[src/verilog/asft_map.vh]
// Constants for the asynchronous serial frame transmitter
`ifndef ASFT_MAP_VH
`define ASFT_MAP_VH
// Oversampling divider ahead of the coarse and power-of-two stages
`define ASFT_OVERSAMPLE 16
// Coarse divider select codes
`define ASFT_PR_SEL_1 2'h0
`define ASFT_PR_SEL_3 2'h1
`define ASFT_PR_SEL_4 2'h2
`define ASFT_PR_SEL_13 2'h3
// Frame shapes
`define ASFT_KIND_DATA 2'h0
`define ASFT_KIND_IDLE 2'h1
`define ASFT_KIND_BREAK 2'h2
`define ASFT_KIND_MARK 2'h3
// Bit counts per frame, start and stop included
`define ASFT_FRAME_BITS_8 4'hA
`define ASFT_FRAME_BITS_9 4'hB
// Reset values
`define ASFT_RST_EMPTY 1'h1
`define ASFT_RST_COMPLETE 1'h0
`endif

[src/verilog/asft_baud_gen.v]
// Transmit bit-period tick generator
`timescale 1ns/1ns
`include "asft_map.vh"
module asft_baud_gen #(
  parameter CW = 16
) (
  // Clock and reset
  input wire mclk_i,
  input wire arst_n_i,
  // Rate selection and control
  input wire run_i,
  input wire [1:0] coarse_sel_i,
  input wire [2:0] rate_factor_i,
  // One-cycle tick per bit period
  output reg tick_o
);
  // ------------------------------------------------------------
  // Divider
  // ------------------------------------------------------------
  reg [CW-1:0] cnt_q;
  reg [3:0] coarse;
  wire [31:0] limit_full;
  wire [CW-1:0] limit;

  // Coarse stage selection
  always @* begin
    case (coarse_sel_i)
      `ASFT_PR_SEL_1: coarse = 4'h1;
      `ASFT_PR_SEL_3: coarse = 4'h3;
      `ASFT_PR_SEL_4: coarse = 4'h4;
      default: coarse = 4'hD;
    endcase
  end

  // One counter spans all stages; fine for transmit, where no phase matters
  assign limit_full = ({28'h0000000, coarse} * `ASFT_OVERSAMPLE << rate_factor_i) - 32'h1;
  // Largest product fits the default width; cut on purpose
  assign limit = limit_full[CW-1:0];

  // Own counter, independent of any receive timing
  always @(posedge mclk_i or negedge arst_n_i) begin
    if (!arst_n_i) begin
      cnt_q <= {CW{1'b0}};
      tick_o <= 1'b0;
    end else if (!run_i) begin
      cnt_q <= {CW{1'b0}};
      tick_o <= 1'b0;
    end else if (cnt_q >= limit) begin
      cnt_q <= {CW{1'b0}};
      tick_o <= 1'b1;
    end else begin
      cnt_q <= cnt_q + 1'b1;
      tick_o <= 1'b0;
    end
  end
endmodule

[src/verilog/asft_top.v]
// Transmit side of the asynchronous serial interface
`timescale 1ns/1ns
`include "asft_map.vh"
// Operation
// - Enabled and idle: output held high
// - Both disabled: pin returned to port
// - Start, 8/9 data LSB first, stop
// - Word-length bit picks 8 or 9
// - Start bit low, stop bit high
// - Idle frame is all ones
// - Break is zero frames plus one mark
// - Transmit rate from its own divider
// - Ninth bit sent as MSB
// - Enabling sends one idle frame first
// - Empty flag cleared by status-then-data sequence
// - Empty flag requests interrupt when enabled
// - Busy write goes to holding buffer
// - Idle write loads shifter, sets empty
// - Frame end sets complete, requests interrupt
// - Complete cleared by same sequence
// - Break repeats while set, then mark
// - Enable toggle: idle after word, buffer lost
module asft_top #(
  parameter CW = 16
) (
  // Clock and reset
  input wire mclk_i,
  input wire arst_n_i,
  // Software access strobes and data
  input wire status_rd_i,
  input wire data_wr_i,
  input wire [7:0] data_i,
  // Control bits
  input wire tx_enable_i,
  input wire rx_enable_i,
  input wire word9_i,
  input wire tx_ninth_bit_i,
  input wire send_break_i,
  input wire tx_empty_irq_enable_i,
  input wire tx_done_irq_enable_i,
  input wire cpu_irq_mask_i,
  input wire [1:0] baud_coarse_divider_i,
  input wire [2:0] tx_rate_factor_i,
  // Status and interrupt
  output reg tx_buffer_empty_o,
  output reg tx_complete_o,
  output reg irq_o,
  // Serial pin
  output reg serial_tx_o,
  output reg serial_tx_oe_n_o
);
  // ------------------------------------------------------------
  // State
  // ------------------------------------------------------------
  localparam ST_IDLE = 1'b0;
  localparam ST_SEND = 1'b1;

  reg state_q;
  reg [1:0] kind_q;
  reg [10:0] shift_q;
  reg [3:0] bits_q;
  reg [8:0] hold_q;
  reg hold_full_q;
  reg armed_q;
  reg idle_pend_q;
  reg brk_seen_q;
  reg te_q;
  wire tick;
  wire pin_on;
  wire seq_wr;
  wire [3:0] nbits;

  assign pin_on = tx_enable_i | rx_enable_i;
  assign nbits = word9_i ? `ASFT_FRAME_BITS_9 : `ASFT_FRAME_BITS_8;
  assign seq_wr = data_wr_i & armed_q;

  asft_baud_gen #(.CW(CW)) u_baud (
    .mclk_i(mclk_i),
    .arst_n_i(arst_n_i),
    .run_i(state_q),
    .coarse_sel_i(baud_coarse_divider_i),
    .rate_factor_i(tx_rate_factor_i),
    .tick_o(tick)
  );

  // ------------------------------------------------------------
  // Frame sequencer
  // ------------------------------------------------------------
  // Next frame priority: break, trailing mark, pending idle, held data
  always @(posedge mclk_i or negedge arst_n_i) begin
    if (!arst_n_i) begin
      state_q <= ST_IDLE;
      kind_q <= `ASFT_KIND_DATA;
      shift_q <= 11'h7FF;
      bits_q <= 4'h0;
      hold_q <= 9'h000;
      hold_full_q <= 1'b0;
      armed_q <= 1'b0;
      idle_pend_q <= 1'b0;
      brk_seen_q <= 1'b0;
      te_q <= 1'b0;
      tx_buffer_empty_o <= `ASFT_RST_EMPTY;
      tx_complete_o <= `ASFT_RST_COMPLETE;
      irq_o <= 1'b0;
      serial_tx_o <= 1'b1;
      serial_tx_oe_n_o <= 1'b1;
    end else begin
      te_q <= tx_enable_i;
      // Status read arms clearing; data write completes it
      if (status_rd_i)
        armed_q <= 1'b1;
      else if (data_wr_i)
        armed_q <= 1'b0;
      // Enable rising: queue idle frame, drop held data
      if (tx_enable_i & ~te_q) begin
        idle_pend_q <= 1'b1;
        hold_full_q <= 1'b0;
      end
      // Pin drive: high when on and idle, released when both off
      serial_tx_oe_n_o <= ~pin_on;
      // Stay low between back-to-back break frames so the break has no glitch
      if (state_q == ST_IDLE)
        serial_tx_o <= ~(tx_enable_i & send_break_i);
      else
        serial_tx_o <= shift_q[0];
      case (state_q)
        ST_IDLE: begin
          if (tx_enable_i & send_break_i) begin
            state_q <= ST_SEND;
            kind_q <= `ASFT_KIND_BREAK;
            shift_q <= 11'h000;
            bits_q <= nbits;
            brk_seen_q <= 1'b1;
          end else if (tx_enable_i & brk_seen_q) begin
            state_q <= ST_SEND;
            kind_q <= `ASFT_KIND_MARK;
            shift_q <= 11'h7FF;
            bits_q <= 4'h1;
            brk_seen_q <= 1'b0;
          end else if (tx_enable_i & (idle_pend_q | (tx_enable_i & ~te_q))) begin
            state_q <= ST_SEND;
            kind_q <= `ASFT_KIND_IDLE;
            shift_q <= 11'h7FF;
            bits_q <= nbits;
            idle_pend_q <= 1'b0;
          end else if (tx_enable_i & (hold_full_q | data_wr_i)) begin
            state_q <= ST_SEND;
            kind_q <= `ASFT_KIND_DATA;
            // Start low, data LSB first, ninth bit, stop high
            if (word9_i)
              shift_q <= {1'b1, (data_wr_i & ~hold_full_q) ? tx_ninth_bit_i : hold_q[8],
                (data_wr_i & ~hold_full_q) ? data_i : hold_q[7:0], 1'b0};
            else
              shift_q <= {2'b11, (data_wr_i & ~hold_full_q) ? data_i : hold_q[7:0],
                1'b0};
            bits_q <= nbits;
            hold_full_q <= 1'b0;
            tx_buffer_empty_o <= 1'b1;
          end
        end
        ST_SEND: begin
          if (tick) begin
            shift_q <= {1'b1, shift_q[10:1]};
            bits_q <= bits_q - 1'b1;
            if (bits_q == 4'h1) begin
              state_q <= ST_IDLE;
              if (kind_q != `ASFT_KIND_MARK)
                tx_complete_o <= 1'b1;
            end
          end
          // Write during a frame lands in the holding buffer
          if (data_wr_i) begin
            hold_q <= {tx_ninth_bit_i, data_i};
            hold_full_q <= 1'b1;
          end
        end
        default: state_q <= ST_IDLE;
      endcase
      // Sequence clears flags; hardware set above wins the same cycle
      if (seq_wr & ~(state_q == ST_IDLE & tx_enable_i & ~send_break_i & ~brk_seen_q
          & ~idle_pend_q & ~(tx_enable_i & ~te_q)))
        tx_buffer_empty_o <= 1'b0;
      if (seq_wr & ~(state_q == ST_SEND & tick & bits_q == 4'h1 & kind_q != `ASFT_KIND_MARK))
        tx_complete_o <= 1'b0;
      // Interrupt request from both transmit flags
      irq_o <= ~cpu_irq_mask_i & ((tx_buffer_empty_o & tx_empty_irq_enable_i)
        | (tx_complete_o & tx_done_irq_enable_i));
    end
  end
endmodule

[config.mk]
export PLATFORM = sky130hd
export DESIGN_NAME = asft_top
export DESIGN_NICKNAME = d
export VERILOG_FILES = /design/src/verilog/asft_baud_gen.v /design/src/verilog/asft_top.v
export VERILOG_INCLUDE_DIRS = /design/src /design/src/verilog
export SDC_FILE = /design/constraint.sdc
export NUM_CORES = 1
export LEC_CHECK = 0
export BUFFER_PORTS_ARGS = -buffer_cell sky130_fd_sc_hd__buf_2
export CAP_MARGIN = 20
export CORE_MARGIN = 3
export CORE_UTILIZATION = 59
export DETAILED_ROUTE_END_ITERATION = 8
export PLACE_DENSITY = 0.79
export REMOVE_ABC_BUFFERS = 1
export SLEW_MARGIN = 20
export SYNTH_ARGS = -nofsm -noshare
export SYNTH_HDL_FRONTEND = slang
export SYNTH_SLANG_ARGS = --single-unit
[constraint.sdc]
create_clock -name mclk_i -period 1.95 [get_ports mclk_i]
set_input_delay 0.195 -clock mclk_i [delete_from_list [all_inputs] [get_ports mclk_i]]
set_output_delay 0.195 -clock mclk_i [all_outputs]
set_load 0.05 [all_outputs]
## Word level (Yosys, flattened, before mapping)

Index checks and enable logic that the tools add are counted.

| word-level totals | value |
|---|---|
| register bits | 54 |
| bits of input ports | 25 |
| output and inout port bits | 5 |
| logic and storage cells | 143 |

| operators by class | value |
|---|---|
| add/sub/neg operators | 3 |
| order comparisons | 1 |
| equal/unequal tests | 10 |
| shift-type cells | 1 |
| mux-type cells | 60 |
| bitwise operators | 36 |
| reductions and logical operators | 15 |

Operators with widths:

| operator | number |
|---|---|
| 11-bit 2-to-1 mux | 5 |
| 1-bit 2-to-1 mux | 37 |
| 16-bit 2-to-1 mux | 2 |
| 11-bit case mux with 2 select lines | 1 |
| 1-bit bitwise AND | 20 |
| 4-bit 2-to-1 mux | 5 |
| 16-bit by 1-bit adder with 16-bit output, second input constant | 1 |
| 16-bit >= comparator | 1 |
| 8-bit by 3-bit left shift with 16-bit output | 1 |
| 16-bit by 1-bit subtractor with 16-bit output, second input constant | 1 |
| 2-bit nonzero test | 7 |
| 1-bit NOT | 12 |
| 4-bit case mux with 3 select lines | 1 |
| 10-bit 2-to-1 mux | 1 |
| 2-bit by 1-bit != test with 1-bit output, second input constant | 5 |
| 2-bit 2-to-1 mux | 4 |
| 8-bit 2-to-1 mux | 1 |
| 4-bit case mux with 2 select lines | 1 |
| 2-bit AND reduction | 4 |
| 5-bit by 1-bit != test with 1-bit output, second input constant | 1 |
| 5-bit AND reduction | 1 |
| 4-bit by 1-bit equality test with 1-bit output, second input constant | 1 |
| 1-bit OR | 4 |
| 1-bit case mux with 2 select lines | 2 |
| other kinds (7) | 7 |

## Depth between registers and ports, before layout

Gate-level depths: netlist (run 1).

| depth | value |
|---|---|
| word-level depth | 10 |
| mapped depth | 18 |
| gate-level depth less buffers | 15 |

## Cells and area by module

A second synthesis (run 1) with hierarchy kept.

| unflattened totals | value |
|---|---|
| cell total of the unflattened synthesis | 353 |
| area, all modules | 3383.2 um^2 |

Modules (own cells, without submodules):

| module | times used | cells each | area an instance (um^2) |
|---|---|---|---|
| asft_top | 1 | 180 | 1864.3 |
| asft_baud_gen | 1 | 173 | 1519.0 |

## Worst setup path after synthesis (run 1)

Ideal clock, no wire load.

| timing | value |
|---|---|
| path kind | input to register |
| start point | input port baud_coarse_divider_i[1] |
| end point | register u_baud.cnt_q[10] |
| arrival | 3007 ps |
| required time | 1878 ps |
| slack | -1129 ps |
| stages on the path | 17 |
| path buffers | 3 |
| cells stage by stage | clkbuf_1 -> nor2b_1 -> nor2_1 -> nand2_1 -> ha_1 -> clkbuf_1 -> nand2b_1 -> nand4_1 -> a21oi_1 -> a211oi_1 -> ha_1 -> a41o_1 -> a21oi_1 -> o21ba_2 -> nand3_1 -> clkbuf_1 -> nor2_1 |

| between the ends | value |
|---|---|
| cells in the longest elaborated chain, start to end | 7 |
| elaborated cells on any way between the ends | 9 |
| those cells by class | add/sub (1); order compare (1); eq/ne (2); shift (1); mux (3); reduce/logical (1) |

Ends and longest elaborated chain:

| what | line | RTL |
|---|---|---|
| start, declared | asft_top.v:42 | `input wire [1:0] baud_coarse_divider_i,` |
| 2-bit equality test, or another cell as far along | asft_baud_gen.v:27 | `case (coarse_sel_i)` |
| 4-bit case mux with 3 select lines * | asft_baud_gen.v:27 |  |
| 8-bit by 3-bit left shift with 16-bit output * | asft_baud_gen.v:36 | `` assign limit_full = ({28'h0000000, coarse} * `ASFT_OVERSAMPLE << rate_factor_i) - 32'h1; `` |
| 16-bit by 1-bit subtractor with 16-bit output * | asft_baud_gen.v:36 |  |
| 16-bit >= comparator * | asft_baud_gen.v:48 | `end else if (cnt_q >= limit) begin` |
| 16-bit 2-to-1 mux * | asft_baud_gen.v:48 |  |
| 16-bit 2-to-1 mux * | asft_baud_gen.v:45 | `end else if (!run_i) begin` |
| end signal, assigned | asft_baud_gen.v:46 | `cnt_q <= {CW{1'b0}};` |
| end signal, assigned | asft_baud_gen.v:49 | `cnt_q <= {CW{1'b0}};` |
| end signal, assigned | asft_baud_gen.v:52 | `cnt_q <= cnt_q + 1'b1;` |
| end, declared | asft_baud_gen.v:20 | `reg [CW-1:0] cnt_q;` |

Every way passes the cells marked *; elsewhere a longest branch is shown, timed or not.
A chain may end at the register's enable or synchronous reset.

## Final worst setup path (run 1)

| timing | value |
|---|---|
| start point | input port baud_coarse_divider_i[1] |
| end point | register u_baud.cnt_q[0] |

The elaborated chain is that of the path after synthesis.

==> run metrics, run 1 <==
outcome finished with violations; failing checks setup timing; hold_ws 25.5 ps; # nets final 455; antenna violations before repair 0; CTS Buf Count 5; antenna diode count 0; All-Layer GR Usage 0.232; synthesized area between 3000 and 4000 sq um; pre-CTS setup slack -888 ps; total congestion overflow 0; post-route insts no fill 485; root buffer cell clkbuf_8; final wirelength 6740 microns; ys flop type dfrtp_1; vias per cell 5.58; LEAKAGE 1.75 nW; final setup fails 17; antenna viol nets, final 0; RSZ-0062 raised after global routing true; CTS tree yes; fin util 0.759; largest net degree at the start of global routing 33; Critical Path AT approximately 2500 ps; Required @ worst endpoint 2200 ps; Die Wd 79.4 microns; worst-skew pair later-pin latency about 310 ps; dpl cell area 3520 sq um; Placed Instances 470; clk sinks 54; vias ~2700; HPWL Detailed 4820 microns; # fillers 364; GPL Wtd Cong approximately 0.83; period utilization 1.14; die area 6300 sq um; number of synthesized flops with an enable pin 0; peak supply drop roughly 440 uV; first-pass GRT wire length 11800 microns; Worst Max-Slew Pin Slew between 500 and 600 ps; #FFs+latches synth 54; Layout area overhead 22.9%; I/O Pins 30; pwr dens 627 nW/um^2; fraction of final layout cells sized beyond drive strength 1 0.306; Initial Util 0.618; Core ar. roughly 5100 sq um; Clock Tree Buf Depth 2; Post-Synthesis Cells 366; sequential area share after synthesis 0.431; Slew Limit Headroom 0.640; Residual DRC 0; Worst-path clk slew roughly 90 ps; Synth async-reset ratio 1.00; final hold vios 0; I/O Buffers 29; DRT iter0 DRCs 152; setup_tns -4200 ps; Die Y-Extent 79.4 microns; critical path type in -> reg; Worst Setup Start Kind primary input; max_cap viols 0; Max H-tree Level 2; Peak Freq between 0.4 and 0.5 GHz; final worst path period need 2220 ps; Mean Syn Cell Area 8.67 sq um; final instance area 3900 sq um; Cell Rows 26; final worst slack -270 ps; Syn. warnings 0; Worst Path Max Fanout 7; CP Capture Type flop; HP Class in -> reg; drt pass-1 iters 5; post-synth cell types 48; Slew Limit Fails 0; number of global-route vias before repair 2584; Tot Pwr 2.45 mW; skew final 6.29 ps; DR WL/cell about 14 microns
-- state kept, by name (all words and copies together) (netlist names), 2 cells and up --
signal	count
kind_q	2
shift_q	11
hold_q	9
bits_q	4
u_baud.cnt_q	16
-- cells by family after synthesis --
kind of cell | after synthesis | synth area share
compound gates | 87 | 0.170
buf+inv | 33 | 0.0481
simple gates | 147 | 0.201
mux | 10 | 0.0351
fa+ha+maj | 17 | 0.0662
xor+xnor | 17 | 0.0469
other cells | 1 | 0.00118
flops | 54 | 0.431
-- routing by layer --
layer / up-vias / share of wire / global-route usage
met2: 67 / 0.51 / 0.404
met4: 0 / 0.017 / 0.0584
met3: 14 / 0.043 / 0.0340
li1: 1360 / - / -
met1: 1263 / 0.43 / 0.305
met5: - / 0 / 0
-- layout by cell type (no fill, tap or decap), drive strengths merged, types with 12 or more instances in the layout --
cell type,synthesis,layout
inv,13,13
a21oi,30,30
buf,6,59
ha,16,16
dfrtp,40,40
nand2,67,67
nand3,12,12
dfstp,14,14
nor2,42,42
o21ai,25,25
-- worst max-delay path, cell delays in order --
cell and delay [ps]:
buf_8 100, nor2b_4 130, buf_6 120, maj3_1 350
nand2_1 70, o21ai_1 80, a211oi_2 220, ha_1 290
a41o_1 240, a21oi_2 120, o21ba_4 180, nand3_4 100
buf_6 180, nor2_2 90
-- cell usage after synthesis, types with 2 or more instances --
master,number,area share
a21o_1,5,0.012
a21oi_1,30,0.047
a31oi_1,9,0.018
a41oi_1,2,0.0055
buf_2,2,0.0032
buf_6,2,0.0071
clkbuf_1,14,0.017
dfrtp_1,40,0.32
dfstp_2,14,0.12
ha_1,16,0.063
inv_1,13,0.015
mux2_2,9,0.032
nand2_1,67,0.079
nand2b_1,3,0.0059
nand3_1,12,0.019
nand4_1,7,0.014
nor2_1,42,0.050
nor2b_1,4,0.0079
nor3_1,5,0.0079
nor4b_1,2,0.0055
o21ai_0,24,0.038
o22ai_1,3,0.0059
xnor2_1,8,0.022
xor2_1,9,0.025
-- area by class of cell --
class / instances / area, sq um / share of cell area
clock buffers: 7 / 86.3 / 0.0221
clock inverters: 1 / 5.00 / 0.00128
inverters: 13 / 48.8 / 0.0125
multi-input cells: 279 / 1830 / 0.470
flip-flops and latches: 54 / 1370 / 0.351
well taps: 70 / 87.6 / 0.0225
repair buffers: 61 / 473 / 0.121
-- final timing paths --
check                                              start              end  slack (ps)  cells past startpoint
worst min-delay path                      cpu_irq_mask_i            irq_o          30                      2
worst max register to register                brk_seen_q        bits_q[1]          90                      6
max in group asynchronous                       arst_n_i       shift_q[9]         940                      3
worst max-delay path            baud_coarse_divider_i[1]  u_baud.cnt_q[0]        -270                     14
worst min register to register           u_baud.cnt_q[0]  u_baud.cnt_q[0]         460                      1
min in group asynchronous                       arst_n_i    tx_complete_o         400                      2
-- power by group --
group / total [mW] / internal, mW / leakage (nW) / switching (mW)
clock network: 0.637 / 0.287 / 0.0482 / 0.350
registers: 1.29 / 1.21 / 0.632 / 0.0802
logic: 0.518 / 0.248 / 1.07 / 0.269
total: 2.45 / 1.75 / 1.75 / 0.699
-- repair_timing --
action,4_1_cts,5_1_grt
gates resized for setup,37,25
gates cloned,1,0
hold buffers,2,0
endpoints found under the hold margin,21,0
pin swaps,29,13
setup endpoints to repair,17,17
setup buffers,3,1
No activity file was read; power rests on OpenSTA's default activity.
==> run 2, diff against run 1 <==
--- a/config.mk
+++ b/config.mk
@@ -9,10 +9,12 @@
 export BUFFER_PORTS_ARGS = -buffer_cell sky130_fd_sc_hd__buf_2
 export CAP_MARGIN = 20
 export CORE_MARGIN = 3
-export CORE_UTILIZATION = 59
+export CORE_UTILIZATION = 54
 export DETAILED_ROUTE_END_ITERATION = 8
-export PLACE_DENSITY = 0.79
+export GPL_ROUTABILITY_DRIVEN = 0
+export PLACE_DENSITY = 0.77
 export REMOVE_ABC_BUFFERS = 1
+export SKIP_CTS_REPAIR_TIMING = 1
 export SLEW_MARGIN = 20
 export SYNTH_ARGS = -nofsm -noshare
 export SYNTH_HDL_FRONTEND = slang
==> constraint.sdc (replaced) <==
create_clock -name mclk_i -period 1.9 [get_ports mclk_i]
set_input_delay 0.19 -clock mclk_i [delete_from_list [all_inputs] [get_ports mclk_i]]
set_output_delay 0.19 -clock mclk_i [all_outputs]
set_load 0.05 [all_outputs]
==> run metrics, run 2 (synthesis gave the netlist of run 1 again) <==
Slew Limit Fails 0 (unchanged); DRT iter0 DRCs 143 (was 152); final setup fails 17 (unchanged); total congestion overflow 0 (unchanged); # nets final 453 (was 455); number of global-route vias before repair 2477 (was 2584); hold_ws -19.7 ps (was 25.5 ps); Largest regs u_baud.cnt_q: 16 flops, shift_q: 11 flops, hold_q: 9 flops (unchanged); post-route insts no fill 485 (unchanged); root buffer cell clkbuf_8 (unchanged); largest reg by FF count u_baud.cnt_q (unchanged); I/O Buffers 29 (unchanged); pwr dens 694 nW/um^2 (was 627 nW/um^2); max_cap viols 0 (unchanged); first-pass GRT wire length 11000 microns (was 11800 microns); RSZ-0062 raised after global routing true (unchanged); Max H-tree Level 2 (unchanged); Worst Path Max Fanout 8 (was 7); final wirelength 6730 microns (was 6740 microns); clk sinks 54 (unchanged); vias per cell 5.50 (was 5.58); fraction of final layout cells sized beyond drive strength 1 0.293 (was 0.306); largest net degree at the start of global routing 55 (was 33); All-Layer GR Usage 0.206 (was 0.232); critical path type in -> reg (unchanged); outcome finished with violations (unchanged); HP Class in -> async (was in -> reg); Core ar. 5610 sq um (was 5140 sq um); final worst path period need about 2200 ps; Worst Max-Slew Pin Slew 657 ps (was 540 ps); final hold vios 7 (was 0); I/O Pins 30 (unchanged); period utilization 1.16; antenna viol nets, final 0 (unchanged); failing checks hold timing, setup timing (was setup timing); final instance area 3880 sq um (was 3900 sq um); CP Capture Type flop (unchanged); antenna diode count 0 (unchanged); Peak Freq 0.455 GHz; worst-skew pair later-pin latency 310 ps (about the same); vias 2666 (was 2704); pre-CTS setup slack -851 ps (was -888 ps); dpl cell area 3510 sq um (was 3520 sq um); max reg flops 16 (unchanged); Residual DRC 0 (unchanged); Layout area overhead 22.2% (was 22.9%); Critical Path AT 2450 ps (was 2470 ps); FF-to-FF End u_baud.cnt_q[12] (was bits_q[1]); Cell Rows 27 (was 26); r2r setup slk 100 ps (was 90 ps); HPWL Detailed 4750 microns (was 4820 microns); peak supply drop 468 uV (was 437 uV); final worst slack -299 ps (was -270 ps); Die Wd 82.7 microns (was 79.4 microns); Worst Setup Start Kind primary input (unchanged); Required @ worst endpoint 2150 ps (was 2200 ps); Slew Limit Headroom 0.562 (was 0.640); CTS tree yes (unchanged); antenna violations before repair 0 (unchanged); drt pass-1 iters 4 (was 5); CTS Buf Count 5 (unchanged); Tot Pwr 2.69 mW (was 2.45 mW); Clock Tree Buf Depth 2 (unchanged); Worst-path clk slew 100 ps (was 90 ps); LEAKAGE 1.74 nW (was 1.75 nW); fin util 0.691 (was 0.759); most common cell after layout, fill and taps aside nand2_1 (unchanged); Placed Instances 474 (was 470); Die Y-Extent 82.7 microns (was 79.4 microns); skew final 14.7 ps (was 6.29 ps); commonest non-fill, non-tap cells in the layout nand2_1 (65), dfrtp_1 (40), nor2_1 (29) (was nand2_1 (63), dfrtp_1 (40), a21oi_1 (26), nor2_1 (26), buf_2 (26)); die area 6830 sq um (was 6300 sq um); Worst R2R Start u_baud.cnt_q[13] (was brk_seen_q); DR WL/cell 13.9 microns (about the same); worst r2r path cells 7 (was 6); Initial Util 0.566 (was 0.618)
run 2: worst max-delay path, cell delays in order:
cell and delay, ps:
buf_8 110, nor2b_4 140, nor2_4 60, nand2_2 90, ha_4 180, nand3b_1 80
a21o_1 190, a21oi_2 140, a211oi_2 60, ha_1 330, a41o_1 200, a21oi_2 130
o21ba_4 180, nand3_4 100, buf_8 170, nor2_2 100
run 2: layout make-up:
type / count / area (sq um)
clock buffers: 6 / 82.6
fillers: 444 / 1730
clock inverters: 2 / 38.8
multi-input cells: 279 / 1820
repair buffers: 59 / 427
well taps: 72 / 90.1
inverters: 13 / 48.8
flip-flops and latches: 54 / 1370
run 2: layer usage:
metal	wire length [microns]	GRT usage
met1	3000	0.259
met5	0	0
met2	3500	0.367
met3	156	0.0315
met4	73	0.0556
run 2: worst max path at each step:
stage,depth (start not counted),start,slack [ps],to
global route,16,tx_rate_factor_i[0],-420,u_baud.cnt_q[12]
finish,16,baud_coarse_divider_i[0],-300,u_baud.cnt_q[8]
global placement,16,baud_coarse_divider_i[0],-760,u_baud.cnt_q[11]
floorplan,14,baud_coarse_divider_i[1],-800,u_baud.cnt_q[10]
detailed placement,16,baud_coarse_divider_i[0],-850,u_baud.cnt_q[8]
CTS,16,baud_coarse_divider_i[0],-540,u_baud.cnt_q[8]
run 2: power by group:
group | switching [mW] | internal, mW
clock network | 0.372 | 0.434
logic | 0.294 | 0.266
registers | 0.0844 | 1.24
run 2: metrics by stage:
stage	hold WS (ps)	setup TNS, ps
after global placement	302	-12700
after detailed placement	308	-13860
after CTS	-25.5	-8500
after floorplan	-106	-13270
final	-19.7	-4730
after global routing	11.4	-6770
==> run 3, diff against run 2 <==
--- a/config.mk
+++ b/config.mk
@@ -9,10 +9,11 @@
 export BUFFER_PORTS_ARGS = -buffer_cell sky130_fd_sc_hd__buf_2
 export CAP_MARGIN = 20
 export CORE_MARGIN = 3
-export CORE_UTILIZATION = 54
+export CORE_UTILIZATION = 61
+export CTS_BUF_LIST = sky130_fd_sc_hd__clkbuf_4 sky130_fd_sc_hd__clkbuf_8
 export DETAILED_ROUTE_END_ITERATION = 8
 export GPL_ROUTABILITY_DRIVEN = 0
-export PLACE_DENSITY = 0.77
+export PLACE_DENSITY = 0.82
 export REMOVE_ABC_BUFFERS = 1
 export SKIP_CTS_REPAIR_TIMING = 1
 export SLEW_MARGIN = 20
==> constraint.sdc (replaced) <==
create_clock -name mclk_i -period 2.1 [get_ports mclk_i]
set_input_delay 0.21 -clock mclk_i [delete_from_list [all_inputs] [get_ports mclk_i]]
set_output_delay 0.21 -clock mclk_i [all_outputs]
set_load 0.05 [all_outputs]
==> run metrics, run 3 (synthesis gave the netlist of run 1 again) <==
most common cell after layout, fill and taps aside nand2_1 (unchanged); antenna violations before repair 0 (unchanged); Reg power frac 0.492 (was 0.493); RSZ-0062 raised after global routing true (unchanged); Initial Util 0.651 (was 0.566); Placed Instances 467 (was 474); final wirelength 7550 microns (was 6730 microns); FF-to-FF End u_baud.cnt_q[7] (was u_baud.cnt_q[12]); largest reg by FF count u_baud.cnt_q (unchanged); LEAKAGE 1.75 nW (was 1.74 nW); Critical Path AT 2660 ps (was 2450 ps); pwr dens 625 nW/um^2 (was 694 nW/um^2); commonest non-fill, non-tap cells in the layout nand2_1 (65), dfrtp_1 (40), a21oi_1 (27), buf_4 (27), buf_2 (26) (was nand2_1 (65), dfrtp_1 (40), nor2_1 (29)); total congestion overflow 0 (unchanged); number of global-route vias before repair 2615 (was 2477); DRT iter0 DRCs 326 (was 143); setup_tns -5770 ps (was -4730 ps); peak supply drop 411 uV (was 468 uV); final worst path period need approximately 2500 ps; hold_ws 41.1 ps (was -19.7 ps); vias 2801 (was 2666); critical path type in -> reg (unchanged); # fillers 305 (was 444); Clock power frac 0.290 (was 0.299); largest net degree at the start of global routing 25 (was 55); fraction of final layout cells sized beyond drive strength 1 0.301 (was 0.293); Peak Freq 0.406 GHz; final worst slack -364 ps (was -299 ps); Residual DRC 0 (unchanged); All-Layer GR Usage 0.228 (was 0.206); skew final 7.48 ps (was 14.7 ps); Worst Path Max Fanout 7 (was 8); max_cap viols 0 (unchanged); final instance area 3910 sq um (was 3880 sq um); Worst Setup Start Kind primary input (unchanged); max reg flops 16 (unchanged); antenna diode count 0 (unchanged); internal power 1.73 mW (was 1.94 mW); Worst Max-Slew Pin Slew 554 ps (was 657 ps); combinational power share 0.218 (was 0.208); worst setup path endpoint u_baud.cnt_q[7] (was u_baud.cnt_q[8]); Core ar. 4880 sq um (was 5610 sq um); Clock Tree Buf Depth 2 (unchanged); Hold Startpoint cpu_irq_mask_i; switching share of total power 0.292 (was 0.279); dpl cell area 3490 sq um (was 3510 sq um); CTS tree yes (unchanged); Max H-tree Level 2 (unchanged); Worst R2R Start u_baud.cnt_q[10] (was u_baud.cnt_q[13]); Crit. Startpoint baud_coarse_divider_i[1] (was baud_coarse_divider_i[0]); DR WL/cell 15.7 microns (was 13.9 microns); r2r setup slk 240 ps (was 100 ps); Slew Limit Headroom 0.630 (was 0.562); Layout area overhead 23.1% (was 22.2%); die area 6110 sq um (was 6830 sq um); first-pass GRT wire length 11400 microns (was 11000 microns); CTS Buf Count 5 (unchanged); Worst-path clk slew 90 ps (was 100 ps); antenna viol nets, final 0 (unchanged); failing checks setup timing (was hold timing, setup timing); final hold vios 0 (was 7); Slew Limit Fails 0 (unchanged); CP max-delay cell ha_1 (unchanged); root buffer cell clkbuf_8 (unchanged); Sw Pwr 0.714 mW (was 0.750 mW); clk sinks 54 (unchanged); Die Y-Extent 78.1 microns (was 82.7 microns); worst r2r path cells 7 (unchanged); Cell Rows 25 (was 27); worst-skew pair later-pin latency 320 ps (was 310 ps); I/O Pins 30 (unchanged); period utilization 1.17; final setup fails 17 (unchanged); Critical Path Stages 16 (unchanged); Required @ worst endpoint 2300 ps (was 2150 ps); largest stage delay on the critical path 330 ps (about the same); Largest regs u_baud.cnt_q: 16 flops, shift_q: 11 flops, hold_q: 9 flops (unchanged); I/O Buffers 29 (unchanged); Die Wd 78.1 microns (was 82.7 microns); post-route insts no fill 482 (was 485); Tot Pwr 2.44 mW (was 2.69 mW); HPWL Detailed 4800 microns (was 4750 microns); CP Capture Type flop (unchanged); delay-heaviest family, CP simple AND/OR/NAND/NOR gates (was compound AO/OA/AOI/OAI gates); worst path bufs/invs 2 (unchanged); vias per cell 5.81 (was 5.50); HP Class in -> reg (was in -> async); drt pass-1 iters 6 (was 4); crit-path cells buf_8 > nor2b_4 > nor2_2 > nand2_2 > ha_4 > nand2b_4 > nand4_1 > a21oi_2 > a211oi_2 > ha_1 > nand4_1 > nor2_2 > a41oi_2 > nand3_4 > buf_12 > nor2_4 (was buf_8 > nor2b_4 > nor2_4 > nand2_2 > ha_4 > nand3b_1 > a21o_1 > a21oi_2 > a211oi_2 > ha_1 > a41o_1 > a21oi_2 > o21ba_4 > nand3_4 > buf_8 > nor2_2); outcome finished with violations (unchanged); # nets final 455 (was 453)
==> run 3: worst min path at each step <==
stage               depth (start not counted)              end
floorplan                                   0          armed_q
global placement                            1        bits_q[1]
detailed placement                          1  u_baud.cnt_q[1]
CTS                                         1          state_q
global route                                2            irq_o
finish                                      2            irq_o
==> run 3: area by class of cell <==
cell class	instances	area (sq um)	share of cell area
clock buffer	5	68.8	0.0176
clock inverter	3	43.8	0.0112
inverter	13	48.8	0.0125
multi-input combinational	279	1850	0.473
sequential	54	1370	0.350
tap	67	83.8	0.0215
timing repair buffer	61	445	0.114
==> run 3: routing by layer <==
layer | wire, microns | GRT usage
met5 | 0 | 0
met4 | 170 | 0.0752
met3 | 384 | 0.0241
met2 | 3760 | 0.391
met1 | 3230 | 0.304
==> run 3: worst register-to-register path: stages, from the launching register on <==
cell,delay (ps)
dfrtp_1,440
ha_1,350
nand4_1,190
nor2_2,220
a41oi_2,180
nand3_4,170
buf_12,160
nor2_4,40
==> run 3: stage by stage <==
stage               utilization  setup WS, ps
floorplan                     -          -623
global placement          0.715          -579
detailed placement        0.715          -724
CTS                       0.738          -403
global route              0.801          -474
finish                    0.801          -364
==> run 3: power by group through the flow <==
stage	sequential [mW]	clock [mW]	combinational, mW
2_1_floorplan	1.20	0	0.255
3_3_place_gp	1.21	0	0.389
3_5_place_dp	1.22	0	0.407
4_1_cts	1.20	0.725	0.413
5_1_grt	1.22	0.758	0.593
6_report	1.20	0.709	0.533
